File: src/dioe_pkg.sv
// Package of the direct I/O engine: descriptor word indices, field layouts,
// completion codes, packet type encodings and engine states.
// Assumes nothing beyond a SystemVerilog compiler.
package dioe_pkg;

	// Descriptor word indices within one set
	localparam logic [2:0] W_ADDR_MSB = 3'h0;
	localparam logic [2:0] W_ADDR_LSB = 3'h1;
	localparam logic [2:0] W_DMA_ADDR = 3'h2;
	localparam logic [2:0] W_BYTES    = 3'h3;
	localparam logic [2:0] W_ROUTING  = 3'h4;
	localparam logic [2:0] W_LAUNCH   = 3'h5;
	localparam logic [2:0] W_RESULT   = 3'h6;
	localparam int         NWORDS     = 6;

	// Routing descriptor word fields
	localparam int RT_DEST_LSB = 0;
	localparam int RT_PRIO_LSB = 16;
	localparam int RT_IDSZ_LSB = 18;
	localparam int RT_PORT_LSB = 20;
	localparam int RT_IRQ_BIT  = 22;
	// Launch descriptor word fields
	localparam int LN_TRANS_LSB = 0;
	localparam int LN_FTYPE_LSB = 4;
	// Byte count field and result word busy bit
	localparam int BC_MSB      = 11;
	localparam int RS_BUSY_BIT = 31;

	// Payload limits without segmentation
	localparam logic [11:0] MAX_BYTES   = 12'h100;
	localparam logic [11:0] MAINT_BYTES = 12'h004;

	// Completion codes
	localparam logic [2:0] CC_OK      = 3'h0;
	localparam logic [2:0] CC_TIMEOUT = 3'h1;
	localparam logic [2:0] CC_XOFF    = 3'h2;
	localparam logic [2:0] CC_RSP_ERR = 3'h3;
	localparam logic [2:0] CC_INVALID = 3'h4;
	localparam logic [2:0] CC_DMA_ERR = 3'h5;
	localparam logic [2:0] CC_RETRY   = 3'h6;
	localparam logic [2:0] CC_CREDIT  = 3'h7;
	localparam logic [2:0] CC_RESET   = 3'h0;

	// Packet type encodings (ftype, trans)
	localparam logic [3:0] FT_NREAD   = 4'h2;
	localparam logic [3:0] FT_WRITE   = 4'h5;
	localparam logic [3:0] FT_SWRITE  = 4'h6;
	localparam logic [3:0] FT_MAINT   = 4'h8;
	localparam logic [3:0] FT_DBELL   = 4'hA;
	localparam logic [3:0] TR_NREAD   = 4'h4;
	localparam logic [3:0] TR_NWRITE  = 4'h4;
	localparam logic [3:0] TR_NWR_R   = 4'h5;
	localparam logic [3:0] TR_TAS     = 4'hE;
	localparam logic [3:0] TR_MRD     = 4'h0;
	localparam logic [3:0] TR_MWR     = 4'h1;

	// Response kinds reported back for a waiting set
	localparam logic [1:0] RK_DONE  = 2'h0;
	localparam logic [1:0] RK_ERROR = 2'h1;
	localparam logic [1:0] RK_RETRY = 2'h2;
	localparam logic [1:0] RK_SEMA  = 2'h3;

	localparam logic [1:0] HDR_LAST = 2'h3;

	typedef enum logic [7:0] {
		E_IDLE  = 8'h01,
		E_CHECK = 8'h02,
		E_ALLOC = 8'h04,
		E_DREQ  = 8'h08,
		E_DATA  = 8'h10,
		E_HDR   = 8'h20,
		E_DRAIN = 8'h40,
		E_END   = 8'h80
	} dioe_state_t;

endpackage

File: src/dioe_engine.sv
// Direct I/O request engine: four descriptor sets, flow and credit checks,
// payload fetch, packet build into the shared transmit pool, completion codes.
// Assumes all inputs come from logic on CLK; the pool, flow control and
// response router sit outside, as does the response timer.
`timescale 1ns/10ps
module dioe_engine #(
	parameter int NSETS  = 4,
	parameter int NPORTS = 4,
	parameter int DW     = 32
) (
	// Clock and reset
	input  wire logic                   CLK,
	input  wire logic                   RSTN,
	// Configuration port
	input  wire logic                   CFG_WE,
	input  wire logic [1:0]             CFG_SET,
	input  wire logic [2:0]             CFG_IDX,
	input  wire logic [31:0]            CFG_WDATA,
	output logic [31:0]                 CFG_RDATA,
	// Per-set status and interrupt service
	output logic [NSETS-1:0]            BUSY,
	output logic [3*NSETS-1:0]          CODE,
	output logic [NSETS-1:0]            IRQ_PEND,
	input  wire logic [NSETS-1:0]       IRQ_ACK,
	// Flow control and credit
	output logic [15:0]                 FC_DEST,
	output logic [1:0]                  FC_PRIO,
	input  wire logic                   FC_XOFF,
	input  wire logic [3:0]             CREDIT,
	input  wire logic [NPORTS-1:0]      TXF_SPACE,
	// Payload fetch
	output logic                        DMA_REQ,
	output logic [31:0]                 DMA_ADDR,
	output logic [11:0]                 DMA_BYTES,
	input  wire logic                   DMA_GNT,
	input  wire logic                   DMA_RVALID,
	output logic                        DMA_RREADY,
	input  wire logic [DW-1:0]          DMA_RDATA,
	input  wire logic                   DMA_RLAST,
	input  wire logic                   DMA_RERR,
	// Shared transmit pool
	output logic                        TX_VALID,
	input  wire logic                   TX_READY,
	output logic [DW-1:0]               TX_DATA,
	output logic                        TX_LAST,
	output logic [1:0]                  TX_PORT,
	output logic [1:0]                  TX_PRIO,
	output logic                        TX_COMMIT,
	output logic                        TX_ABORT,
	// Responses and timeouts
	input  wire logic                   RSP_VALID,
	input  wire logic [1:0]             RSP_SET,
	input  wire logic [1:0]             RSP_KIND,
	input  wire logic                   RSP_LEN_ERR,
	input  wire logic [NSETS-1:0]       RSP_TIMEOUT
);
	logic [31:0]       desc_q [NSETS][dioe_pkg::NWORDS];
	logic [NSETS-1:0]  busy_q;
	logic [NSETS-1:0]  pend_q;
	logic [NSETS-1:0]  wait_q;
	logic [NSETS-1:0]  dbell_q;
	logic [NSETS-1:0]  irq_q;
	logic [2:0]        code_q [NSETS];
	logic [NSETS-1:0]  take;
	logic [1:0]        pick;

	dioe_pkg::dioe_state_t st_q;
	logic [1:0]        cur_q;
	logic [1:0]        hw_q;
	logic [2:0]        res_q;
	logic              force_q;
	logic              np_q;
	logic              err_q;
	logic              fin;

	// ****************************************************************
	// Current descriptor decode
	// ****************************************************************
	logic [31:0] rt;
	logic [31:0] ln;
	logic [11:0] bytes;
	logic [3:0]  ftype;
	logic [3:0]  trans;
	logic [1:0]  port;
	logic [1:0]  prio;
	logic        pay;
	logic        posted;
	logic        valid;
	logic        is_dbell;

	assign rt       = desc_q[cur_q][dioe_pkg::W_ROUTING];
	assign ln       = desc_q[cur_q][dioe_pkg::W_LAUNCH];
	assign bytes    = desc_q[cur_q][dioe_pkg::W_BYTES][dioe_pkg::BC_MSB:0];
	assign ftype    = ln[dioe_pkg::LN_FTYPE_LSB +: 4];
	assign trans    = ln[dioe_pkg::LN_TRANS_LSB +: 4];
	assign port     = rt[dioe_pkg::RT_PORT_LSB +: 2];
	assign prio     = rt[dioe_pkg::RT_PRIO_LSB +: 2];
	assign FC_DEST  = rt[dioe_pkg::RT_DEST_LSB +: 16];
	assign FC_PRIO  = prio;
	assign is_dbell = (ftype == dioe_pkg::FT_DBELL);

	// Decode of the supported request types; anything else is refused
	always_comb begin
		pay    = 1'b0;
		posted = 1'b0;
		valid  = 1'b1;
		case (ftype)
			dioe_pkg::FT_NREAD: valid = (trans == dioe_pkg::TR_NREAD);
			dioe_pkg::FT_WRITE: begin
				pay    = 1'b1;
				posted = (trans == dioe_pkg::TR_NWRITE);
				valid  = (trans == dioe_pkg::TR_NWRITE) || (trans == dioe_pkg::TR_NWR_R)
					|| (trans == dioe_pkg::TR_TAS);
			end
			dioe_pkg::FT_SWRITE: begin
				pay    = 1'b1;
				posted = 1'b1;
			end
			dioe_pkg::FT_MAINT: begin
				pay   = (trans == dioe_pkg::TR_MWR);
				valid = ((trans == dioe_pkg::TR_MRD) || (trans == dioe_pkg::TR_MWR))
					&& (bytes <= dioe_pkg::MAINT_BYTES);
			end
			dioe_pkg::FT_DBELL: valid = 1'b1;
			default: valid = 1'b0;
		endcase
		if (rt[dioe_pkg::RT_IDSZ_LSB + 1]) begin
			valid = 1'b0;
		end
		if (32'(port) >= NPORTS) begin
			valid = 1'b0;
		end
		// Segmentation is not supported, so a payload above one packet is refused
		if (!is_dbell && (bytes == 12'h000 || bytes > dioe_pkg::MAX_BYTES)) begin
			valid = 1'b0;
		end
	end

	// ****************************************************************
	// Descriptor sets
	// ****************************************************************
	for (genvar i = 0; i < NSETS; i++) begin : g_set
		logic hit;
		logic launch;
		logic eng_done;
		logic rsp_done;
		logic cmp;
		logic want_irq;
		logic [2:0] ccode;

		assign hit    = CFG_WE && (32'(CFG_SET) == i) && !busy_q[i];
		assign launch = hit && (CFG_IDX == dioe_pkg::W_LAUNCH);
		assign eng_done = fin && (32'(cur_q) == i);
		assign rsp_done = wait_q[i] && (RSP_TIMEOUT[i] || (RSP_VALID && 32'(RSP_SET) == i));
		assign cmp = (eng_done && !np_q) || rsp_done;
		assign want_irq = desc_q[i][dioe_pkg::W_ROUTING][dioe_pkg::RT_IRQ_BIT]
			|| (eng_done && force_q);

		always_comb begin
			if (eng_done) begin
				ccode = res_q;
			end else if (RSP_TIMEOUT[i]) begin
				ccode = dioe_pkg::CC_TIMEOUT;
			end else if (RSP_KIND == dioe_pkg::RK_SEMA) begin
				ccode = dioe_pkg::CC_RETRY;
			end else if (RSP_KIND == dioe_pkg::RK_RETRY && dbell_q[i]) begin
				ccode = dioe_pkg::CC_RETRY;
			end else if (RSP_KIND != dioe_pkg::RK_DONE || RSP_LEN_ERR) begin
				ccode = dioe_pkg::CC_RSP_ERR;
			end else begin
				ccode = dioe_pkg::CC_OK;
			end
		end

		always_ff @(posedge CLK or negedge RSTN) begin
			if (!RSTN) begin
				for (int w = 0; w < dioe_pkg::NWORDS; w++) begin
					desc_q[i][w] <= '0;
				end
			end else if (hit && CFG_IDX < 3'(dioe_pkg::NWORDS)) begin
				desc_q[i][CFG_IDX] <= CFG_WDATA;
			end
		end

		always_ff @(posedge CLK or negedge RSTN) begin
			if (!RSTN) begin
				busy_q[i]  <= 1'b0;
				pend_q[i]  <= 1'b0;
				wait_q[i]  <= 1'b0;
				dbell_q[i] <= 1'b0;
				irq_q[i]   <= 1'b0;
				code_q[i]  <= dioe_pkg::CC_RESET;
			end else begin
				if (launch) begin
					busy_q[i] <= 1'b1;
					pend_q[i] <= 1'b1;
				end
				if (take[i]) begin
					pend_q[i] <= 1'b0;
				end
				if (eng_done && np_q) begin
					wait_q[i]  <= 1'b1;
					dbell_q[i] <= is_dbell;
				end
				if (cmp) begin
					wait_q[i] <= 1'b0;
					code_q[i] <= ccode;
					if (want_irq) begin
						irq_q[i] <= 1'b1;
					end else begin
						busy_q[i] <= 1'b0;
					end
				end
				// Service ends: clear the pending interrupt and release the set
				if (irq_q[i] && IRQ_ACK[i]) begin
					irq_q[i]  <= 1'b0;
					busy_q[i] <= 1'b0;
				end
			end
		end

		assign CODE[3*i +: 3] = code_q[i];
	end

	assign BUSY     = busy_q;
	assign IRQ_PEND = irq_q;

	// Read port: descriptors and the result status word of any set
	always_ff @(posedge CLK or negedge RSTN) begin
		if (!RSTN) begin
			CFG_RDATA <= '0;
		end else if (CFG_IDX == dioe_pkg::W_RESULT) begin
			CFG_RDATA <= {busy_q[CFG_SET], 28'h0000000, code_q[CFG_SET]};
		end else if (CFG_IDX < 3'(dioe_pkg::NWORDS)) begin
			CFG_RDATA <= desc_q[CFG_SET][CFG_IDX];
		end else begin
			CFG_RDATA <= '0;
		end
	end

	// ****************************************************************
	// Round-robin pick of a launched set
	// ****************************************************************
	always_comb begin
		logic [1:0] k;
		logic       got;
		k    = 2'h0;
		got  = 1'b0;
		pick = cur_q;
		for (int n = 1; n <= NSETS; n++) begin
			k = cur_q + 2'(n);
			if (!got && pend_q[k]) begin
				pick = k;
				got  = 1'b1;
			end
		end
		take = '0;
		if (st_q == dioe_pkg::E_IDLE && got) begin
			take[pick] = 1'b1;
		end
	end

	// ****************************************************************
	// Packet build engine
	// ****************************************************************
	logic          bin_valid;
	logic          bin_ready;
	logic [DW:0]   bin_data;
	logic [DW:0]   bout_data;
	logic          bempty;
	logic [DW-1:0] hdr;

	always_comb begin
		case (hw_q)
			2'h0: hdr = DW'(desc_q[cur_q][dioe_pkg::W_ADDR_MSB]);
			2'h1: hdr = DW'(desc_q[cur_q][dioe_pkg::W_ADDR_LSB]);
			2'h2: hdr = DW'(rt);
			default: hdr = DW'(ln);
		endcase
	end

	assign DMA_REQ    = (st_q == dioe_pkg::E_DREQ);
	assign DMA_RREADY = (st_q == dioe_pkg::E_DATA) && bin_ready;
	assign bin_valid  = ((st_q == dioe_pkg::E_DATA) && DMA_RVALID && !DMA_RERR)
		|| (st_q == dioe_pkg::E_HDR);
	// Header follows the payload, so the packet is whole in the pool first
	assign bin_data   = (st_q == dioe_pkg::E_HDR) ? {hw_q == dioe_pkg::HDR_LAST, hdr}
		: {1'b0, DMA_RDATA};
	assign fin        = (st_q == dioe_pkg::E_END);

	always_ff @(posedge CLK or negedge RSTN) begin
		if (!RSTN) begin
			st_q      <= dioe_pkg::E_IDLE;
			cur_q     <= 2'h0;
			hw_q      <= 2'h0;
			res_q     <= dioe_pkg::CC_OK;
			force_q   <= 1'b0;
			np_q      <= 1'b0;
			err_q     <= 1'b0;
			DMA_ADDR  <= '0;
			DMA_BYTES <= '0;
			TX_PORT   <= 2'h0;
			TX_PRIO   <= 2'h0;
			TX_COMMIT <= 1'b0;
			TX_ABORT  <= 1'b0;
		end else begin
			TX_COMMIT <= 1'b0;
			TX_ABORT  <= 1'b0;
			case (st_q)
				dioe_pkg::E_IDLE: begin
					force_q <= 1'b0;
					np_q    <= 1'b0;
					err_q   <= 1'b0;
					hw_q    <= 2'h0;
					if (|take) begin
						cur_q <= pick;
						st_q  <= dioe_pkg::E_CHECK;
					end
				end
				dioe_pkg::E_CHECK: begin
					DMA_ADDR  <= desc_q[cur_q][dioe_pkg::W_DMA_ADDR];
					DMA_BYTES <= bytes;
					TX_PORT   <= port;
					TX_PRIO   <= prio;
					if (!valid) begin
						res_q <= dioe_pkg::CC_INVALID;
						st_q  <= dioe_pkg::E_END;
					end else if (FC_XOFF) begin
						res_q   <= dioe_pkg::CC_XOFF;
						force_q <= 1'b1;
						st_q    <= dioe_pkg::E_END;
					end else if (!CREDIT[prio]) begin
						res_q <= dioe_pkg::CC_CREDIT;
						st_q  <= dioe_pkg::E_END;
					end else begin
						st_q <= dioe_pkg::E_ALLOC;
					end
				end
				dioe_pkg::E_ALLOC: begin
					if (TXF_SPACE[port]) begin
						st_q <= pay ? dioe_pkg::E_DREQ : dioe_pkg::E_HDR;
					end
				end
				dioe_pkg::E_DREQ: begin
					if (DMA_GNT) begin
						st_q <= dioe_pkg::E_DATA;
					end
				end
				dioe_pkg::E_DATA: begin
					if (DMA_RVALID && DMA_RREADY) begin
						if (DMA_RERR) begin
							err_q <= 1'b1;
							st_q  <= dioe_pkg::E_DRAIN;
						end else if (DMA_RLAST) begin
							st_q <= dioe_pkg::E_HDR;
						end
					end
				end
				dioe_pkg::E_HDR: begin
					if (bin_ready) begin
						hw_q <= hw_q + 2'h1;
						if (hw_q == dioe_pkg::HDR_LAST) begin
							st_q <= dioe_pkg::E_DRAIN;
						end
					end
				end
				dioe_pkg::E_DRAIN: begin
					// Forward only after the last word has left the buffer
					if (bempty) begin
						if (err_q) begin
							TX_ABORT <= 1'b1;
							res_q    <= dioe_pkg::CC_DMA_ERR;
						end else begin
							TX_COMMIT <= 1'b1;
							res_q     <= dioe_pkg::CC_OK;
							np_q      <= !posted;
						end
						st_q <= dioe_pkg::E_END;
					end
				end
				dioe_pkg::E_END: begin
					st_q <= dioe_pkg::E_IDLE;
				end
				default: st_q <= dioe_pkg::E_IDLE;
			endcase
		end
	end

	// Words wait here rather than being lost while the pool stalls
	dioe_buf2 #(
		.W(DW + 1)
	) u_buf (
		.CLK       (CLK),
		.RSTN      (RSTN),
		.in_valid  (bin_valid),
		.in_ready  (bin_ready),
		.in_data   (bin_data),
		.out_valid (TX_VALID),
		.out_ready (TX_READY),
		.out_data  (bout_data),
		.empty     (bempty)
	);

	assign TX_DATA = bout_data[DW-1:0];
	assign TX_LAST = bout_data[DW];

endmodule // dioe_engine

File: src/dioe_buf2.sv
// Two-entry buffer with valid/ready on both sides.
// Assumes one clock; the drain side may stall for any time.
`timescale 1ns/10ps
module dioe_buf2 #(
	parameter int W = 33
) (
	// Clock and reset
	input  wire logic         CLK,
	input  wire logic         RSTN,
	// Fill side
	input  wire logic         in_valid,
	output logic              in_ready,
	input  wire logic [W-1:0] in_data,
	// Drain side
	output logic              out_valid,
	input  wire logic         out_ready,
	output logic [W-1:0]      out_data,
	output logic              empty
);
	logic [W-1:0] head_q;
	logic [W-1:0] tail_q;
	logic [1:0]   cnt_q;
	logic         push;
	logic         pop;

	assign in_ready  = (cnt_q != 2'h2);
	assign out_valid = (cnt_q != 2'h0);
	assign empty     = (cnt_q == 2'h0);
	assign out_data  = head_q;
	assign push      = in_valid && in_ready;
	assign pop       = out_valid && out_ready;

	always_ff @(posedge CLK or negedge RSTN) begin
		if (!RSTN) begin
			cnt_q <= 2'h0;
		end else if (push && !pop) begin
			cnt_q <= cnt_q + 2'h1;
		end else if (pop && !push) begin
			cnt_q <= cnt_q - 2'h1;
		end
	end

	always_ff @(posedge CLK or negedge RSTN) begin
		if (!RSTN) begin
			head_q <= '0;
			tail_q <= '0;
		end else begin
			if (cnt_q == 2'h2 && pop) begin
				head_q <= tail_q;
			end else if (push && (cnt_q == 2'h0 || pop)) begin
				head_q <= in_data;
			end else if (push) begin
				tail_q <= in_data;
			end
		end
	end

endmodule // dioe_buf2

File: config.mk
export PLATFORM = sky130hd
export DESIGN_NAME = dioe_engine
export DESIGN_NICKNAME = d
export VERILOG_FILES = /design/src/dioe_pkg.sv /design/src/dioe_engine.sv /design/src/dioe_buf2.sv
export SDC_FILE = /design/constraint.sdc
export NUM_CORES = 2
export LEC_CHECK = 0
export ABC_AREA = 1
export BUFFER_PORTS_ARGS = -buffer_cell sky130_fd_sc_hd__buf_2
export CAP_MARGIN = 20
export CORE_UTILIZATION = 40
export DETAILED_ROUTE_END_ITERATION = 16
export HOLD_SLACK_MARGIN = 0.15
export PLACE_DENSITY = 0.63
export SLEW_MARGIN = 20
export SYNTH_ARGS = -nofsm -noshare
export SYNTH_HDL_FRONTEND = slang
export SYNTH_SLANG_ARGS = --single-unit
File: constraint.sdc
create_clock -name CLK -period 2.7 [get_ports CLK]
set_input_delay 0.54 -clock CLK [delete_from_list [all_inputs] [get_ports CLK]]
set_output_delay 0.54 -clock CLK [all_outputs]
set_load 0.01 [all_outputs]
* After elaboration in Yosys (flattened, before gate mapping)
Index checks and enable logic that the tools add are counted.
** Word-level totals
- Register bits after elaboration :: 968
- Input bits :: 100
- Word-level logic and storage cells :: 439
- Output and inout bits :: 156
** Operators by class
- Bitwise operators :: 5
- Add/sub/neg operators :: 6
- Mux-type cells :: 154
- Order comparisons :: 16
- Reduce and logical (&&, ||, !) cells :: 145
- Eq/ne operators :: 48
** Operator list (number)
- $bmux W192 S2 :: 2
- $bwmux W192 :: 4
- $mux W192 :: 4
- $mux W32 :: 5
- $mux W33 :: 3
- $bmux W32 S3 :: 1
- $demux W32 S3 :: 1
- $mux W8 :: 12
- $pmux W32 S3 :: 1
- $mux W1 :: 70
- $mux W3 :: 23
- $logic_and A1 B1 Y1 :: 66
- $pmux W8 S7 :: 1
- $reduce_bool A2 Y1 :: 25
- $lt A2 B3 Y1 const B :: 8
- $eq A2 B2 Y1 const B :: 11
- $logic_or A1 B1 Y1 :: 19
- $eq A4 B3 Y1 const B :: 4
- $mux W2 :: 8
- $ne A2 B2 Y1 const B :: 8
- $reduce_and A3 Y1 :: 5
- $bmux W1 S2 :: 7
- $logic_not A1 Y1 :: 13
- $eq A4 B4 Y1 const B :: 3
- other kinds (43) :: 70

* Logic depth before layout (Yosys ltp)
- Word-level depth :: 21
- Mapped depth :: 18

* Hierarchy
From an unflattened synthesis, not the netlist that was laid out.
** Second synthesis, totals
- Cell total of the unflattened synthesis :: 5860
- Area total of the unflattened synthesis :: 47257.8 µm²
** Modules (own cells, without submodules)
- dioe_engine :: instances 1, cells an instance 5440, area an instance 43944.6 µm²
- dioe_buf2 :: instances 1, cells an instance 420, area an instance 3313.2 µm²

* Worst setup path before layout
OpenSTA, ideal clock, no wires.
- Path kind :: register to register
- Start :: register cur_q[0]
- End :: register pend_q[2]
- Stages on the path, launching flop included :: 19
- Setup slack :: -0.240 ns
- Setup time :: 0.117 ns
- Arrival :: 2.823 ns
- Path through :: dfrtp_1 > inv_2 > buf_6 > buf_2 > buf_4 > buf_4 > buf_2 > clkbuf_1 > ha_1 > inv_1 > and2_1 > a21oi_1 > inv_1 > nand2_1 > nand3_1 > xor2_1 > or2_1 > o21ai_1 > inv_1
** On the way
- Longest elaborated chain between the ends :: 19
** Ends and longest elaborated chain
- start, declared :: line dioe_engine.sv:68 : logic [1:0] cur_q;
- start signal, assigned :: line dioe_engine.sv:316 : cur_q <= pick;
- $add A2 B1 Y2 :: line dioe_engine.sv:251 : k = cur_q + 2'(n);
- $bmux W1 S2 :: line dioe_engine.sv:252 : if (!got && pend_q[k]) begin
- $mux W1 (not written as such) :: line dioe_engine.sv:252
- $mux W1 :: line dioe_engine.sv:252
- $logic_not A1 Y1 :: line dioe_engine.sv:252
- $logic_and A1 B1 Y1 :: line dioe_engine.sv:252
- $mux W1 :: line dioe_engine.sv:252
- $logic_not A1 Y1 :: line dioe_engine.sv:252
- [... 3 more ...]
- $logic_and A1 B1 Y1 :: line dioe_engine.sv:252
- $mux W2 :: line dioe_engine.sv:252
- $lt A2 B3 Y1 (not written as such) / $ge A2 B1 Y1 (equally long branches) :: line dioe_engine.sv:259 : take[pick] = 1'b1;
- $logic_and A1 B1 Y1 (not written as such) :: line dioe_engine.sv:259
- $mux W1 (not written as such) :: line dioe_engine.sv:259
- $demux W1 S2 :: line dioe_engine.sv:259
- $mux W4 (*) :: line dioe_engine.sv:258 : if (st_q == dioe_pkg::E_IDLE && got) begin
- $mux W1 / $reduce_bool A2 Y1 (equally long branches)
- end signal, assigned by index :: line dioe_engine.sv:188 : pend_q[i] <= 1'b0;
- end signal, assigned by index :: line dioe_engine.sv:196 : pend_q[i] <= 1'b1;
- end signal, assigned by index :: line dioe_engine.sv:199 : pend_q[i] <= 1'b0;
- end, declared :: line dioe_engine.sv:59 : logic [NSETS-1:0] pend_q;
Mark *: on every way between the ends. The rest lies on a longest branch, timed or not. The select of a mux whose other input is x is not followed.
A chain may end at the register's enable or synchronous reset.

* Final worst setup path
- Start :: register cur_q[0]
- End :: output port FC_DEST[8]
** On the way
- Longest elaborated chain between the ends :: 4
** Ends and longest elaborated chain
- $not A2 Y3 (not written as such) :: line dioe_engine.sv:91 : assign rt = desc_q[cur_q][dioe_pkg::W_ROUTING];
- $bmux W192 S2 :: line dioe_engine.sv:91
- $mux W192 (2 in a row)
- end, declared :: line dioe_engine.sv:26 : output logic [15:0] FC_DEST,
No other way between the ends. The select of a mux whose other input is x is not followed.

==> reports/qor.txt <==
DP Worst Slack -> 0.07190 ns
Die span in y -> 343.9 um
Largest net degree at the start of global routing -> 73
Top-area cell type share of the netlist area -> 51.76%
Mean post-synth cell area -> 8.083 um2
Final nets -> 6,146
Syn Std Cell Area -> 46,750 um2
Hold Fails Final Rpt -> 0
Post-synth ARST share -> 100.0%
CTS tree -> built
Worst Tran Pin Value -> 0.9487 ns
Relative slew slack -> 36.69%
CTS Sinks -> 968
CP max stage cell -> dfrtp_4
Drt drc -> 0
Crit path max fanout -> 7
Detailed Route WL -> 186.8 mm
Initial antenna violation count -> 5
Die area -> 118,200 um2
DR vias/cell -> 5.930
CTS root buf -> clkbuf_16
Clk_skew -> 0.04296 ns
Non-filler cells, final -> 7,656
Pwr per Cell Area -> 989.4 nW/um2
EDFF count, synth -> 0
1st-iter DRT viols -> 5,821
Post-synthesis cell type count -> 51
Setup violators final -> 7
Critical Path Max Stage Delay -> 0.56 ns
Layout cells sized above 1 -> 15.95%
Status -> complete, but fails checks
Critical Path AT -> 2.19 ns
DIE WIDTH -> 343.9 um
Worst setup EP type -> output port
Core Util, Final -> 49.05%
Final Cell Area -> 56,920 um2
# rows -> 125
Power Total -> 56.32 mW
GP Congestion -> 0.9405
Lkg Pwr -> 26.66 nW
Clk slew on worst S/H paths -> 0.06 ns
CTS buffer count -> 107
Synthesized instance count -> 5,784
Vias in the first global route -> 42,520
RSZ-0062 raised after global routing -> yes
IO Port Bufs -> 255
Drt first pass iters -> 8
FF+latch count, synth -> 968
H-tree Lvls -> 3
First-pass GRT wire length -> 275.6 mm
Sequential fraction of the synthesis area -> 51.82%
Min-Delay Path Class -> in -> reg
Kind of critical path -> reg -> out
CORE AREA -> 116,000 um2
Final count of pins violating max slew -> 0
GRT Util Overall -> 30.80%
Inst Count DP -> 7,354
Failing checks -> negative setup slack
Top FF cell, synth -> dfrtp_1
DR vias -> 45,400
Syn_nets -> 5,893
Period utilisation layout -> 101.2%
Critical Path RT -> 2.16 ns
Post-route ant nets -> 0
CP cell instances -> inv_16 -> buf_16 -> buf_8 -> nor2_2 -> o22ai_2 -> buf_6 -> buf_6
Startpoint class of the critical path -> flip-flop
Clock Latency Late Sink -> 0.75 ns
Synth top area cells -> dfrtp_1, nand2_1, o21ai_0
Maximum buffer depth of the clock tree -> 3
Dominant cell type by area after synthesis -> dfrtp_1
Grt ovf -> 0
Placed Area -> 51,080 um2
DR WL/cell -> 24.40 um
Setup slack after layout -> -0.03215 ns
Area growth from synthesis to layout -> 21.76%
Synth warn -> 0
Initial Util -> 40.28%
Final critical-path required period -> 2.732 ns
I/O Pins -> 256
Max Clk Rate -> 0.3660 GHz
VDD IR max -> 537.4 uV
DP Wirelength -> 115.3 mm
Reg2Reg Setup Slack -> 0.01 ns
Top-count cell post-synth -> nand2_1
Critical Path Most Common Cell -> buf_6
Synth top cells by count -> nand2_1, o21ai_0, dfrtp_1
Max_cap viols -> 0
==> registers in the layout (all words and copies together) (netlist names), 8 cells and up <==
signal,flops
DMA_ADDR,32
CFG_RDATA,32
u_buf.out_data,33
DMA_BYTES,12
desc_q,768
CODE,12
u_buf.tail_q,33
st_q,8
==> through the flow <==
stage | hold slack, ns | TNS (ns)
2_1_floorplan | 0.2444 | 0
3_3_place_gp | 0.4640 | 0
3_5_place_dp | 0.4616 | 0
4_1_cts | 0.1596 | -0.2533
5_1_grt | 0.1603 | -0.5133
6_report | 0.1634 | -0.1363
==> worst max-delay path: cells and delay by family, from the launching register on <==
family	cells	cell delay, ns
simple gates	1	0.04
compound gates	1	0.21
flops	1	0.56
buf+inv	5	0.63
==> final cells by class <==
| cell class | instances | area, um2 |
|---|---|---|
| well taps | 1524 | 1907 |
| fillers | 11110 | 59120 |
| repair buffers | 623 | 5762 |
| clock inverters | 51 | 636.9 |
| clock buffers | 151 | 3123 |
| flip-flops and latches | 968 | 24230 |
| diodes | 2 | 5.005 |
| inverters | 171 | 686.9 |
| multi-input cells | 4165 | 20560 |
| repair inverters | 1 | 8.758 |
==> cells by family after synthesis <==
family	synth area share [%]
AND/OR/NAND/NOR	19.45
AO/OA/AOI/OAI	22.80
flip-flops	51.82
buffers and inverters	5.628
adder cells (fa/ha/maj)	0.2409
XOR/XNOR	0.05621
==> repair_timing <==
item,4_1_cts,5_1_grt
setup buffers,60,15
gates resized for setup,103,112
hold endpoints to repair,148,0
setup endpoints to repair,19,49
cloned,17,6
hold buffers,5,0
pin swaps,19,29
==> cell usage in the layout (no fill, tap or decap), types with 11 or more instances in the layout <==
master,n
o21ai_0,1055
clkbuf_1,16
buf_16,14
o21ai_1,37
o211ai_1,15
buf_6,15
o21ai_2,22
dfrtp_1,965
o22ai_2,13
a221oi_1,36
nor2_1,378
buf_4,252
a21oi_1,112
o22ai_1,70
nand3_1,148
a32o_1,13
buf_2,243
a31oi_1,34
nor2_4,14
clkinv_2,25
nor3_1,23
nand2_2,39
inv_1,158
clkbuf_8,28
bufbuf_16,13
nand2_1,1646
buf_12,70
bufinv_16,11
a22oi_1,392
nor2_2,21
clkbuf_16,113
==> report_power, final <==
group | switching (mW) | leakage, nW | internal (mW)
registers | 2.71 | 12.9 | 17.9
logic | 12.0 | 11.9 | 8.12
clock network | 6.45 | 1.85 | 9.14
==> final timing paths <==
kind / from / depth (start not counted) / end
max: cur_q[0] / 7 / FC_DEST[8]
min: IRQ_ACK[1] / 4 / IRQ_PEND[1]
max reg2reg: cur_q[0] / 17 / u_buf.tail_q[13]
min reg2reg: u_buf.out_data[26] / 2 / u_buf.out_data[26]
max in group asynchronous: RSTN / 4 / desc_q[157]
min in group asynchronous: RSTN / 2 / CFG_RDATA[15]
==> metal layers <==
metal,global-route usage (%),wire (um)
met5,0,41
met4,14.48,9361
met3,6.449,20290
met2,46.86,82080
met1,42.00,75010
(Power assumes the default switching activity.)
